## config.mk

```make
export PLATFORM = sky130hd
export DESIGN_NAME = ldcb_bank
export DESIGN_NICKNAME = d
export VERILOG_FILES = /design/src/hdl/ldcb_pkg.sv /design/src/hdl/ldcb_bank.sv
export SDC_FILE = /design/constraint.sdc
export NUM_CORES = 1
export LEC_CHECK = 0
export ABC_AREA = 1
export CORE_ASPECT_RATIO = 1.1
export CORE_MARGIN = 10
export CORE_UTILIZATION = 50
export DETAILED_ROUTE_END_ITERATION = 7
export DONT_BUFFER_PORTS = 1
export SETUP_SLACK_MARGIN = 0.5
export SLEW_MARGIN = 25
export SYNTH_ARGS = -nofsm -noshare
export SYNTH_HDL_FRONTEND = slang
export SYNTH_SLANG_ARGS = --single-unit
```

## constraint.sdc

```tcl
create_clock -name clk_i -period 3.2 [get_ports clk_i]
set_input_delay 0.64 -clock clk_i [delete_from_list [all_inputs] [get_ports clk_i]]
set_output_delay 0.64 -clock clk_i [all_outputs]
set_load 0.02 [all_outputs]
```

## src/hdl/ldcb_pkg.sv

```systemverilog
// constants of the per-unit configuration register bank
// assumes a host front end that turns index/data port cycles into strobes
package ldcb_pkg;
    // ------------------------------------------------------------
    // register indices
    // ------------------------------------------------------------
    localparam logic [7:0] IDX_UNIT_SEL = 8'h07;
    localparam logic [7:0] IDX_ACT = 8'h30;
    localparam logic [7:0] IDX_BASE_H = 8'h60;
    localparam logic [7:0] IDX_BASE_L = 8'h61;
    localparam logic [7:0] IDX_BASE2_H = 8'h62;
    localparam logic [7:0] IDX_BASE2_L = 8'h63;
    localparam logic [7:0] IDX_IRQ1 = 8'h70;
    localparam logic [7:0] IDX_IRQ2 = 8'h72;
    localparam logic [7:0] IDX_DMA = 8'h74;
    localparam logic [7:0] IDX_RSV_LO = 8'h31;
    localparam logic [7:0] IDX_RSV_HI = 8'h5F;
    // ------------------------------------------------------------
    // unit numbers and bank slots
    // ------------------------------------------------------------
    localparam int N_BANK = 9;
    localparam logic [7:0] UNIT_FLOPPY = 8'h00;
    localparam logic [7:0] UNIT_PARALLEL = 8'h03;
    localparam logic [7:0] UNIT_SERIAL1 = 8'h04;
    localparam logic [7:0] UNIT_SERIAL2 = 8'h05;
    localparam logic [7:0] UNIT_KBD = 8'h07;
    localparam logic [7:0] UNIT_GAME = 8'h09;
    localparam logic [7:0] UNIT_WAKE = 8'h0A;
    localparam logic [7:0] UNIT_MIDI = 8'h0B;
    localparam logic [7:0] UNIT_HUB = 8'h0C;
    localparam logic [3:0] BANK_NONE = 4'h9;
    localparam logic [3:0] BANK_FLOPPY = 4'h0;
    localparam logic [3:0] BANK_PARALLEL = 4'h1;
    localparam logic [3:0] BANK_SERIAL2 = 4'h3;
    // ------------------------------------------------------------
    // reset values and implemented-register masks (bit = bank slot)
    // ------------------------------------------------------------
    localparam logic [7:0] RST_ZERO = 8'h00;
    localparam logic [7:0] RST_IRQ1_FLOPPY = 8'h06;
    localparam logic [7:0] RST_DMA_FLOPPY = 8'h02;
    localparam logic [7:0] RST_DMA_PAR = 8'h04;
    localparam logic [8:0] HAS_BASE1 = 9'h1EF;
    localparam logic [8:0] HAS_BASE2 = 9'h080;
    localparam logic [8:0] HAS_IRQ2 = 9'h010;
    localparam logic [8:0] HAS_DMA = 9'h003;
    // ------------------------------------------------------------
    // permitted base range per bank slot
    // ------------------------------------------------------------
    localparam logic [15:0] BASE_MIN [N_BANK] = '{16'h0100, 16'h0100, 16'h0100, 16'h0100, 16'h0000,
                                                  16'h0100, 16'h0000, 16'h0100, 16'h0100};
    localparam logic [15:0] BASE_MAX [N_BANK] = '{16'h0FF8, 16'h0FFC, 16'h0FF8, 16'h0FF8, 16'hFFFF,
                                                  16'h0FFF, 16'h0F7F, 16'h0FFE, 16'h0FFE};
    localparam logic [15:0] BASE_ALIGN [N_BANK] = '{16'h0007, 16'h0003, 16'h0007, 16'h0007, 16'h0000,
                                                    16'h0000, 16'h007F, 16'h0001, 16'h0001};
endpackage

```

## src/hdl/ldcb_bank.sv

```systemverilog
// banked per-unit configuration registers behind an index/data port pair
// assumes strobes come from logic on clk_i; soft and hard resets are
// one-cycle pulses on the same clock
`timescale 1ns/1ps

// How it works
// RL1: nine register banks; unit selector at index 0x07 picks which one is seen.
// RL2: host writes an index, then reads or writes via the data port.
// RL3: bank registers reachable only while in configuration state.
// RL4: index 0x30 bit 0 activates selected unit; bits 7..1 reserved.
// RL5: activate and base registers clear on every reset kind.
// RL6: indices 0x31 to 0x5F ignore writes and read zero.
// RL7: primary base: 0x60 holds bits 15..8, 0x61 bits 7..0.
// RL8: second base from 0x62 high byte and 0x63 low byte.
// RL9: base registers a unit does not use ignore writes, read zero.
// RL10: 0x70 in every bank; 0x72 only for keyboard, else reads zero.
// RL11: interrupts default to edge-triggered, active-high.
// RL12: 0x71, 0x73, 0x76 to 0xDF ignore writes and read zero.
// RL13: 0x74 only for floppy and parallel; 0x75 reads zero.
// RL14: 0xE0 to 0xFE vendor-defined, 0xFF reserved; here read zero.
// RL15: activate and power control bit linked; unit on when set.
// RL16: base outside permitted range disables the unit's decode.
// RL17: primary interrupt select resets to 0x06 for floppy, else 0x00.
// RL18: DMA select resets to 0x02 for floppy, 0x04 for units 3 and 5.
// RL19: data accesses steer to the bank selected at access time.
// RL20: activate bits 7..1 always read zero.
module ldcb_bank
    import ldcb_pkg::*;
(
    // clock and resets
    input wire logic clk_i,
    input wire logic resetn_i,
    input wire logic soft_reset_i,
    input wire logic hard_reset_i,
    // configuration state and port strobes
    input wire logic cfg_mode_i,
    input wire logic index_wr_i,
    input wire logic data_wr_i,
    input wire logic data_rd_i,
    input wire logic [7:0] wdata_i,
    // read answer
    output logic [7:0] rdata_o,
    output logic rvalid_o,
    // power control link, one bit per bank slot
    input wire logic [N_BANK-1:0] pwr_set_i,
    input wire logic [N_BANK-1:0] pwr_clr_i,
    // unit status
    output logic [N_BANK-1:0] unit_on_o,
    output logic [N_BANK-1:0] unit_decode_en_o
);
    // ------------------------------------------------------------
    // helpers
    // ------------------------------------------------------------
    // map a unit number onto a bank slot
    function automatic logic [3:0] bank_of(input logic [7:0] unit);
        case (unit)
            UNIT_FLOPPY: bank_of = 4'h0;
            UNIT_PARALLEL: bank_of = 4'h1;
            UNIT_SERIAL1: bank_of = 4'h2;
            UNIT_SERIAL2: bank_of = 4'h3;
            UNIT_KBD: bank_of = 4'h4;
            UNIT_GAME: bank_of = 4'h5;
            UNIT_WAKE: bank_of = 4'h6;
            UNIT_MIDI: bank_of = 4'h7;
            UNIT_HUB: bank_of = 4'h8;
            default: bank_of = BANK_NONE;
        endcase
    endfunction

    // reset value of the primary interrupt select
    function automatic logic [7:0] irq1_rst(input int b);
        irq1_rst = (b == int'(BANK_FLOPPY)) ? RST_IRQ1_FLOPPY : RST_ZERO;
    endfunction

    // reset value of the dma channel select
    function automatic logic [7:0] dma_rst(input int b);
        if (b == int'(BANK_FLOPPY)) begin
            dma_rst = RST_DMA_FLOPPY;
        end else if (b == int'(BANK_PARALLEL) || b == int'(BANK_SERIAL2)) begin
            dma_rst = RST_DMA_PAR;
        end else begin
            dma_rst = RST_ZERO;
        end
    endfunction

    // ------------------------------------------------------------
    // storage
    // ------------------------------------------------------------
    logic [7:0] index;
    logic [7:0] unit_sel;
    logic act [N_BANK];
    logic [7:0] bah [N_BANK];
    logic [7:0] bal [N_BANK];
    logic [7:0] b2h [N_BANK];
    logic [7:0] b2l [N_BANK];
    logic [7:0] irq1 [N_BANK];
    logic [7:0] irq2 [N_BANK];
    logic [7:0] dma [N_BANK];

    // ------------------------------------------------------------
    // access decode
    // ------------------------------------------------------------
    // either of the two sync reset sources, soft or hard, clears the bank
    wire sync_clr = soft_reset_i || hard_reset_i;
    // RL3: configuration gate
    wire cfg_wr = cfg_mode_i && data_wr_i;
    wire cfg_rd = cfg_mode_i && data_rd_i;
    // RL19: bank chosen from the selector at access time
    wire [3:0] sel_bank = bank_of(unit_sel);
    wire sel_ok = (sel_bank != BANK_NONE);
    wire [3:0] rb = sel_ok ? sel_bank : 4'h0;
    wire [8:0] sel_bit = sel_ok ? (9'h001 << sel_bank) : 9'h000;
    // RL9 RL10 RL13: only implemented registers take writes or read back
    wire has_b1 = |(sel_bit & HAS_BASE1);
    wire has_b2 = |(sel_bit & HAS_BASE2);
    wire has_i2 = |(sel_bit & HAS_IRQ2);
    wire has_dm = |(sel_bit & HAS_DMA);

    // read selection; every unlisted index reads zero
    logic [7:0] rd_val;
    always_comb begin
        rd_val = 8'h00;
        if (index == IDX_UNIT_SEL) begin
            rd_val = unit_sel;
        end else if (sel_ok) begin
            // RL6 RL12 RL14: reserved and vendor indices fall to zero
            case (index)
                // RL20: reserved activate bits read zero
                IDX_ACT: rd_val = {7'h00, act[rb]};
                // RL7: primary base bytes
                IDX_BASE_H: rd_val = has_b1 ? bah[rb] : 8'h00;
                IDX_BASE_L: rd_val = has_b1 ? bal[rb] : 8'h00;
                // RL8: second base bytes
                IDX_BASE2_H: rd_val = has_b2 ? b2h[rb] : 8'h00;
                IDX_BASE2_L: rd_val = has_b2 ? b2l[rb] : 8'h00;
                IDX_IRQ1: rd_val = irq1[rb];
                IDX_IRQ2: rd_val = has_i2 ? irq2[rb] : 8'h00;
                IDX_DMA: rd_val = has_dm ? dma[rb] : 8'h00;
                default: rd_val = 8'h00;
            endcase
        end
    end

    // ------------------------------------------------------------
    // index and selector
    // ------------------------------------------------------------
    // RL2: index port write latches the register index
    always_ff @(posedge clk_i or negedge resetn_i) begin
        if (!resetn_i) begin
            index <= 8'h00;
        end else if (cfg_mode_i && index_wr_i) begin
            index <= wdata_i;
        end
    end

    // RL1: unit selector at index 0x07
    always_ff @(posedge clk_i or negedge resetn_i) begin
        if (!resetn_i) begin
            unit_sel <= 8'h00;
        end else if (sync_clr) begin
            unit_sel <= 8'h00;
        end else if (cfg_wr && index == IDX_UNIT_SEL) begin
            unit_sel <= wdata_i;
        end
    end

    // RL2: read answer one cycle after the strobe; zero outside config
    always_ff @(posedge clk_i or negedge resetn_i) begin
        if (!resetn_i) begin
            rdata_o <= 8'h00;
            rvalid_o <= 1'b0;
        end else begin
            rdata_o <= cfg_rd ? rd_val : 8'h00;
            rvalid_o <= data_rd_i;
        end
    end

    // ------------------------------------------------------------
    // per-bank registers
    // ------------------------------------------------------------
    genvar g;
    generate
        for (g = 0; g < N_BANK; g++) begin : g_bank
            wire we = cfg_wr && sel_bit[g];
            wire [15:0] base = {bah[g], bal[g]};

            // RL1 RL5 RL15: activate bit shared with the power control bit
            always_ff @(posedge clk_i or negedge resetn_i) begin
                if (!resetn_i) begin
                    act[g] <= 1'b0;
                end else if (sync_clr) begin
                    act[g] <= 1'b0;
                end else if (pwr_set_i[g]) begin
                    act[g] <= 1'b1;
                end else if (pwr_clr_i[g]) begin
                    act[g] <= 1'b0;
                end else if (we && index == IDX_ACT) begin
                    // RL4: only bit 0 is stored
                    act[g] <= wdata_i[0];
                end
            end

            // RL5 RL7 RL8 RL9: base address bytes
            always_ff @(posedge clk_i or negedge resetn_i) begin
                if (!resetn_i) begin
                    bah[g] <= RST_ZERO;
                    bal[g] <= RST_ZERO;
                    b2h[g] <= RST_ZERO;
                    b2l[g] <= RST_ZERO;
                end else if (sync_clr) begin
                    bah[g] <= RST_ZERO;
                    bal[g] <= RST_ZERO;
                    b2h[g] <= RST_ZERO;
                    b2l[g] <= RST_ZERO;
                end else if (we) begin
                    if (HAS_BASE1[g] && index == IDX_BASE_H) bah[g] <= wdata_i;
                    if (HAS_BASE1[g] && index == IDX_BASE_L) bal[g] <= wdata_i;
                    if (HAS_BASE2[g] && index == IDX_BASE2_H) b2h[g] <= wdata_i;
                    if (HAS_BASE2[g] && index == IDX_BASE2_L) b2l[g] <= wdata_i;
                end
            end

            // RL10 RL11 RL13 RL17 RL18: interrupt and dma selects
            // reset values leave the type bits clear: edge, active high
            always_ff @(posedge clk_i or negedge resetn_i) begin
                if (!resetn_i) begin
                    irq1[g] <= irq1_rst(g);
                    irq2[g] <= RST_ZERO;
                    dma[g] <= dma_rst(g);
                end else if (sync_clr) begin
                    irq1[g] <= irq1_rst(g);
                    irq2[g] <= RST_ZERO;
                    dma[g] <= dma_rst(g);
                end else if (we) begin
                    if (index == IDX_IRQ1) irq1[g] <= wdata_i;
                    if (HAS_IRQ2[g] && index == IDX_IRQ2) irq2[g] <= wdata_i;
                    if (HAS_DMA[g] && index == IDX_DMA) dma[g] <= wdata_i;
                end
            end

            // RL15 RL16: unit on, decode only when base in permitted range
            wire in_range = (base >= BASE_MIN[g]) && (base <= BASE_MAX[g]) &&
                            ((base & BASE_ALIGN[g]) == 16'h0000);
            always_ff @(posedge clk_i or negedge resetn_i) begin
                if (!resetn_i) begin
                    unit_on_o[g] <= 1'b0;
                    unit_decode_en_o[g] <= 1'b0;
                end else begin
                    unit_on_o[g] <= act[g];
                    unit_decode_en_o[g] <= act[g] && in_range;
                end
            end
        end
    endgenerate
endmodule // ldcb_bank

```

# After elaboration in Yosys (flattened, before gate mapping)
# Memory sizes are Yosys's and may differ from the RTL's.
# Cells that the tools add are included.
dict set report op_classes {
  n_lt_le_gt_ge 17
  eq_ne 10
  shifts 1
  mux 142
  n_bitwise 1
  reduce_logical 112
}
# cell n
set op_table {}
lappend op_table {{8-bit two-way mux} 92}
lappend op_table {{8-bit binary-select mux with 4-bit select} 7}
lappend op_table {{16-bit by 12-bit <= comparator with 1-bit output, second input constant} 8}
lappend op_table {{16-bit by 9-bit greater-or-equal comparator with 1-bit output, second input constant} 7}
lappend op_table {{16-bit logical NOT} 7}
lappend op_table {{8-bit one-hot mux with 8 select lines} 1}
lappend op_table {{2-bit AND reduction} 30}
lappend op_table {{8-bit by 7-bit == test with 1-bit output, second input constant} 7}
lappend op_table {{1-bit logical AND} 45}
lappend op_table {{1-bit two-way mux} 38}
lappend op_table {{4-bit nonzero test} 9}
lappend op_table {{2-bit nonzero test} 17}
lappend op_table {{16-bit by 1-bit greater-or-equal comparator with 1-bit output, second input constant} 1}
lappend op_table {{9-bit two-way mux} 1}
lappend op_table {{1-bit by 4-bit left shift with 9-bit output, first input constant} 1}
lappend op_table {{8-bit by 3-bit == test with 1-bit output, second input constant} 1}
lappend op_table {{8-bit by 6-bit == test with 1-bit output, second input constant} 1}
lappend op_table {{4-bit two-way mux} 2}
lappend op_table {{8-bit OR reduction} 1}
lappend op_table {{5-bit greater-or-equal comparator, second input constant} 1}
lappend op_table {{4-bit NOT with 5-bit output} 1}
lappend op_table {{1-bit binary-select mux with 4-bit select} 1}
lappend op_table {{4-bit logical NOT} 1}
lappend op_table {{4-bit != test, second input constant} 1}
lappend op_table {{other kinds (2)} 2}
dict set report totals {
  ff_bits 291
  rom_bits 64
  output_inout_bits 27
  wordCells 344
  n_memories 1
}
# name depth width read_ports rd_clocked_by_memory_dff wr line
set mem_list {}
lappend mem_list {{(no name shown)} 16 4 1 0 0 ldcb_bank.sv:56} ;# case (unit)

# Longest topological paths before layout
dict set report depth {
  word_depth 13
  ltp_mapped 21
  depth_no_buf 21
}

# Least setup slack after synthesis
# Ideal clock, no wire load.
dict set report synth_timing {
  path_type {reg2reg}
  start {reg unit_sel[1]}
  end {reg rdata_o[0]}
  setup_ps 78
  t_arrival_ps 2258
  required_time_ps 3122
  path_slack_ps 864
  stages_incl_launch_ff 21
  path_buffers 2
  path_cell_list {dfrtp_1 > inv_1 > ha_1 > inv_1 > nand2_1 > nand3_1 > nand2_2 > nand2_4 > o21bai_4 > buf_4 > buf_4 > nand2_1 > nand3_1 > nand3_1 > nand3_1 > nand2_1 > nand2_1 > nand2_1 > nand2_1 > nand2_1 > a21oi_1}
}
dict set report synth_between {
  elab_chain_cells 13
  elab_cells_between_ends 43
  classes_between {1 x eq/ne; 1 x shift; 37 x mux; 1 x bitwise; 2 x reduce/logical; 1 x memory}
}
# element line
set synth_lines {}
lappend synth_lines {{from (decl)} ldcb_bank.sv:90} ;# logic [7:0] unit_sel;
lappend synth_lines {{from (signal assigned)} ldcb_bank.sv:163} ;# unit_sel <= wdata_i;
lappend synth_lines {{memory 16 x 4 bit (*)} --}
lappend synth_lines {{4-bit two-way mux (*)} ldcb_bank.sv:56}
lappend synth_lines {{4-bit != test} ldcb_bank.sv:110} ;# wire sel_ok = (sel_bank != BANK_NONE);
lappend synth_lines {{4-bit two-way mux} ldcb_bank.sv:111} ;# wire [3:0] rb = sel_ok ? sel_bank : 4'h0;
lappend synth_lines {{4-bit NOT with 5-bit output (not written as such)} --}
lappend synth_lines {{8-bit binary-select mux with 4-bit select (tied with other cells)} ldcb_bank.sv:138} ;# IDX_DMA: rd_val = has_dm ? dma[rb] : 8'h00;
lappend synth_lines {{8-bit two-way mux (not written as such) (tied with other cells) (2 in a row)} ldcb_bank.sv:138}
lappend synth_lines {{8-bit two-way mux (tied with other cells)} ldcb_bank.sv:138}
lappend synth_lines {{8-bit one-hot mux with 8 select lines} ldcb_bank.sv:127} ;# case (index)
lappend synth_lines {{8-bit two-way mux (*)} ldcb_bank.sv:125} ;# end else if (sel_ok) begin
lappend synth_lines {{8-bit two-way mux (*)} ldcb_bank.sv:123} ;# if (index == IDX_UNIT_SEL) begin
lappend synth_lines {{8-bit two-way mux (*)} ldcb_bank.sv:173} ;# rdata_o <= cfg_rd ? rd_val : 8'h00;
lappend synth_lines {{to (signal assigned)} ldcb_bank.sv:173}
lappend synth_lines {{to (decl)} ldcb_bank.sv:42} ;# output logic [7:0] rdata_o,
# Mark *: on every way between the ends. The rest lies on a longest branch, timed or not. The select of a mux whose other input is x is not followed.
# A chain may end at the register's enable or synchronous reset.

# Worst setup path in the final report
dict set report layout_timing {
  start {reg unit_sel[0]}
  end {reg rdata_o[0]}
}
dict set report layout_between {
  elab_chain_cells 13
  elab_cells_between_ends 43
  classes_between {1 x eq/ne; 1 x shift; 37 x mux; 1 x bitwise; 2 x reduce/logical; 1 x memory}
}
# element line
set layout_lines {}
lappend layout_lines {{memory 16 x 4 bit} --}
lappend layout_lines {{4-bit two-way mux} ldcb_bank.sv:56}
lappend layout_lines {{4-bit != test} ldcb_bank.sv:110}
lappend layout_lines {{4-bit two-way mux} ldcb_bank.sv:111}
lappend layout_lines {{4-bit NOT with 5-bit output (not written as such)} --}
lappend layout_lines {{8-bit binary-select mux with 4-bit select (tied with other cells)} ldcb_bank.sv:138}
lappend layout_lines {{8-bit two-way mux (not written as such) (tied with other cells) (2 in a row)} ldcb_bank.sv:138}
lappend layout_lines {{8-bit two-way mux (tied with other cells)} ldcb_bank.sv:138}
lappend layout_lines {{8-bit one-hot mux with 8 select lines} ldcb_bank.sv:127}
lappend layout_lines {{8-bit two-way mux} ldcb_bank.sv:125}
lappend layout_lines {{8-bit two-way mux (*)} ldcb_bank.sv:123}
lappend layout_lines {{8-bit two-way mux (*)} ldcb_bank.sv:173}
# Marked as above.

==> out/metrics.csv <==
stage,metric,value,unit
route,avgViaCountPerCell,5.769,
global_route,grt_pass1_vias,11930,
layout,final_cell_mix,"nand2_1, dfrtp_1, o21ai_0",
placement,place_area,14270,µm²
route,drc,0,
clock_network,insertion_delay,0.57,ns
clock_network,htreeDepth,1,
floorplan,start_util,0.5100,
route,routedWlPerCell,22.07,µm
clock_network,clockRootBuffer,clkbuf_16,
pwr,p_sw_frac,0.2991,
layout,final_common_cell,nand2_1,
floorplan,io_pins,61,
synth,syn_nets,1798,
pwr,seqPwrFrac,0.427,
route,totalWireLength,47.58,mm
sta,holdWs,-0.2350,ns
clock_network,cts_tree,built,
global_route,grt.overflow.total,0,
synth,synth_edf_count,0,
synth,ys_warn_count,0,
worst_hold_path,hold_class,primary input to async pin,
route,dr.pass1.iters,5,
pwr,ir_worst_vdd,0.0004165,V
sta,setup_viol,0,
sta,finalCriticalPeriod,2.764,ns
sta,final.setup.tns,0,ns
layout,diodes,0,
sta,maxSlewHeadroom,0.5419,
floorplan,die_area,34720,µm²
route,first_iter_violations,1378,
route,vias,12439,
global_route,grt_max_degree,292,
synth,synth_top_area_frac,0.5193,
run,drv_cap,0,
pwr,fin_total_pwr,9.656,mW
status,violations,hold timing,
status,outcome,"finished, violations left",
sta,final.period_utilization,0.8636,
floorplan,dieWidth,178.6,µm
pwr,p_comb_frac,0.192,
synth,async_reset_ff_frac,1.000,
pwr,p_per_area,591.8,nW/µm²
floorplan,core_area,27120,µm²
sta,hold_viol,287,
synth,synth_ff_type,dfrtp_1,
synth,netlist_top_cells_area,"dfrtp_1, nand2_1, o21ai_0",
placement,io_buffers,0,
layout,design_area,16320,µm²
pwr,p_sw,2.889,mW
sta,slew_viol_final,0,
synth,synth_seq_cells,291,
clock_network,numClockSinks,291,
clock_network,cts_buffer_depth,3,
worst_setup_path,crit_fanout,7,
synth,yosysUniqueCellTypes,41,
floorplan,die_h,194.4,µm
synth,yosysTopAreaCell,dfrtp_1,
worst_setup_path,crit_type,flop to flop,
global_route,antenna_found_initial,0,
clock_network,cts_buffers,31,
pwr,internal_power,6.768,mW
route,final_antenna_net_count,0,
pwr,clockPowerShare,0.381,
layout,area_growth,18.00,%
worst_setup_path,crit_path_start_kind,flop,
sta,max_clock_freq,361.8,MHz
placement,dp_hpwl,30.61,mm
worst_setup_path,worstPathArrival,3.25,ns
synth,synth_area,13830,µm²
worst_setup_path,reg2reg_slack,0.44,ns
global_route,track_usage,0.2654,
sta,rsz0062_at_grt,yes,
worst_setup_path,cp-end-kind,flop,
clock_network,clkTransAtPathRegs,0.06,ns
layout,drive_above_1_share,0.1590,
worst_setup_path,worstPathRequired,3.69,ns
sta,fin_skew,0.008619,ns
layout,nFillCells,2499,
layout,final_nets,1814,
synth,synth-seq-area-share,0.5269,
pwr,p_leak,7.425,nW
synth,synth_area_per_cell,7.858,µm²
global_route,grt_pass1_wl,71.66,mm
synth,netlist_instances,1760,
floorplan,rows,63,
sta,worst_slew_pin_slew,0.6826,ns
placement,globalplace.congestion,0.9824,
layout,final_util,0.6018,
Yosys cell counts, types with 2 or more instances:
| cell type | count |
|---|---|
| o2111ai_1 | 2 |
| a22oi_1 | 3 |
| nor2_2 | 6 |
| o211ai_1 | 8 |
| a221oi_1 | 5 |
| nand3_2 | 2 |
| clkbuf_1 | 66 |
| nor2_1 | 79 |
| nand3_1 | 86 |
| nand4_1 | 8 |
| dfrtp_1 | 287 |
| nor3_1 | 10 |
| buf_2 | 13 |
| a21oi_1 | 74 |
| nor4_1 | 16 |
| nand2_1 | 649 |
| a31oi_1 | 18 |
| nand2_2 | 4 |
| buf_1 | 10 |
| inv_1 | 68 |
| inv_2 | 9 |
| ha_1 | 4 |
| dfstp_2 | 4 |
| nor2_4 | 4 |
| o21a_1 | 4 |
| a2111o_1 | 3 |
| o21ai_1 | 23 |
| buf_4 | 8 |
| o21ai_0 | 275 |
what timing repair did:
action | in CTS | in global routing
resized for setup | 32 | 116
endpoints found under the hold margin | 291 | 288
cloned | 3 | 6
pin swaps | 5 | 39
endpoints found under the setup margin | 232 | 199
buffers inserted | 11 | 14
stage by stage:
step | hold WS (ns) | instances | setup slack (ns)
2_1_floorplan | 0.3444 | 1760 | 0.8639
3_3_place_gp | 0.3577 | 2066 | 0.1888
3_5_place_dp | 0.3578 | 2066 | 0.1484
4_1_cts | -0.2389 | 2136 | 0.3992
5_1_grt | -0.2517 | 2156 | 0.3286
6_report | -0.2350 | 2156 | 0.4364
cell families (layout without fill, tap and decap cells):
family,Yosys count,in the layout,synth area share
flops,291,291,0.5269
compound gates,420,420,0.1615
simple gates,871,871,0.2574
buf+inv,174,213,0.05057
fa+ha+maj,4,4,0.003619
layout make-up:
cell class	instances	area, µm²	area share
Clock buffer	46	932.1	0.05712
Clock inverter	10	110.1	0.006747
Inverter	77	289.0	0.01771
Multi-Input combinational cell	1295	6322	0.3874
Sequential cell	291	7291	0.4468
Tap cell	357	446.7	0.02737
Timing Repair Buffer	80	927.1	0.05682
worst paths after layout:
kind	start	endpoint	cells after the start
max	unit_sel[0]$_DFFE_PN0P_	rdata_o[0]$_DFF_PN0_	20
min	resetn_i	bah[10]$_DFFE_PN0P_	0
max reg2reg	unit_sel[0]$_DFFE_PN0P_	rdata_o[0]$_DFF_PN0_	20
min reg2reg	act[8]$_DFFE_PN0P_	unit_on_o[0]$_DFF_PN0_	0
max in group asynchronous	resetn_i	unit_sel[2]$_DFFE_PN0P_	0
min in group clk_i	data_rd_i	rvalid_o$_DFF_PN0_	0
critical path, cell delays in order (launching register included):
cell and delay [ns]:
dfrtp_1 0.40, buf_4 0.15, ha_1 0.18, nand2_1 0.08, nand2_2 0.09, nand3_4 0.14, nand2_4 0.09, o21bai_4 0.16
buf_12 0.17, buf_12 0.13, clkbuf_16 0.15, nand2_1 0.05, a21oi_1 0.15, nand2_1 0.13, nand3_1 0.11, nand2_1 0.06
nand2_1 0.08, nand2_1 0.05, nand2_1 0.09, nand2_1 0.07, a21oi_1 0.15
metal layers:
| metal | GRT usage | vias to the layer above | part of all wire |
|---|---|---|---|
| met1 | 0.3610 | 6013 | 0.43 |
| met3 | 0.04343 | 95 | 0.077 |
| met2 | 0.4143 | 487 | 0.46 |
| met5 | 0 | - | 0 |
| met4 | 0.1035 | 0 | 0.040 |
| li1 | - | 5844 | - |
flip-flops by register name, indices dropped and copies added, names as in the netlist:
signal	cells
unit_decode_en_o	9
rvalid_o	1
bah	64
bal	64
unit_on_o	8
b2h	8
irq1	72
act	9
dma	16
b2l	8
index	8
unit_sel	8
rdata_o	8
irq2	8
power by group through the flow:
stage	Combinational (mW)	Sequential, mW	Clock, mW
2_1_floorplan	0.916	4.12	0
3_3_place_gp	1.34	4.18	0
3_5_place_dp	1.34	4.18	0
4_1_cts	1.51	4.12	3.71
5_1_grt	1.99	4.15	3.88
6_report	1.86	4.12	3.68
Note: power is estimated with default switching activity, not from simulation.
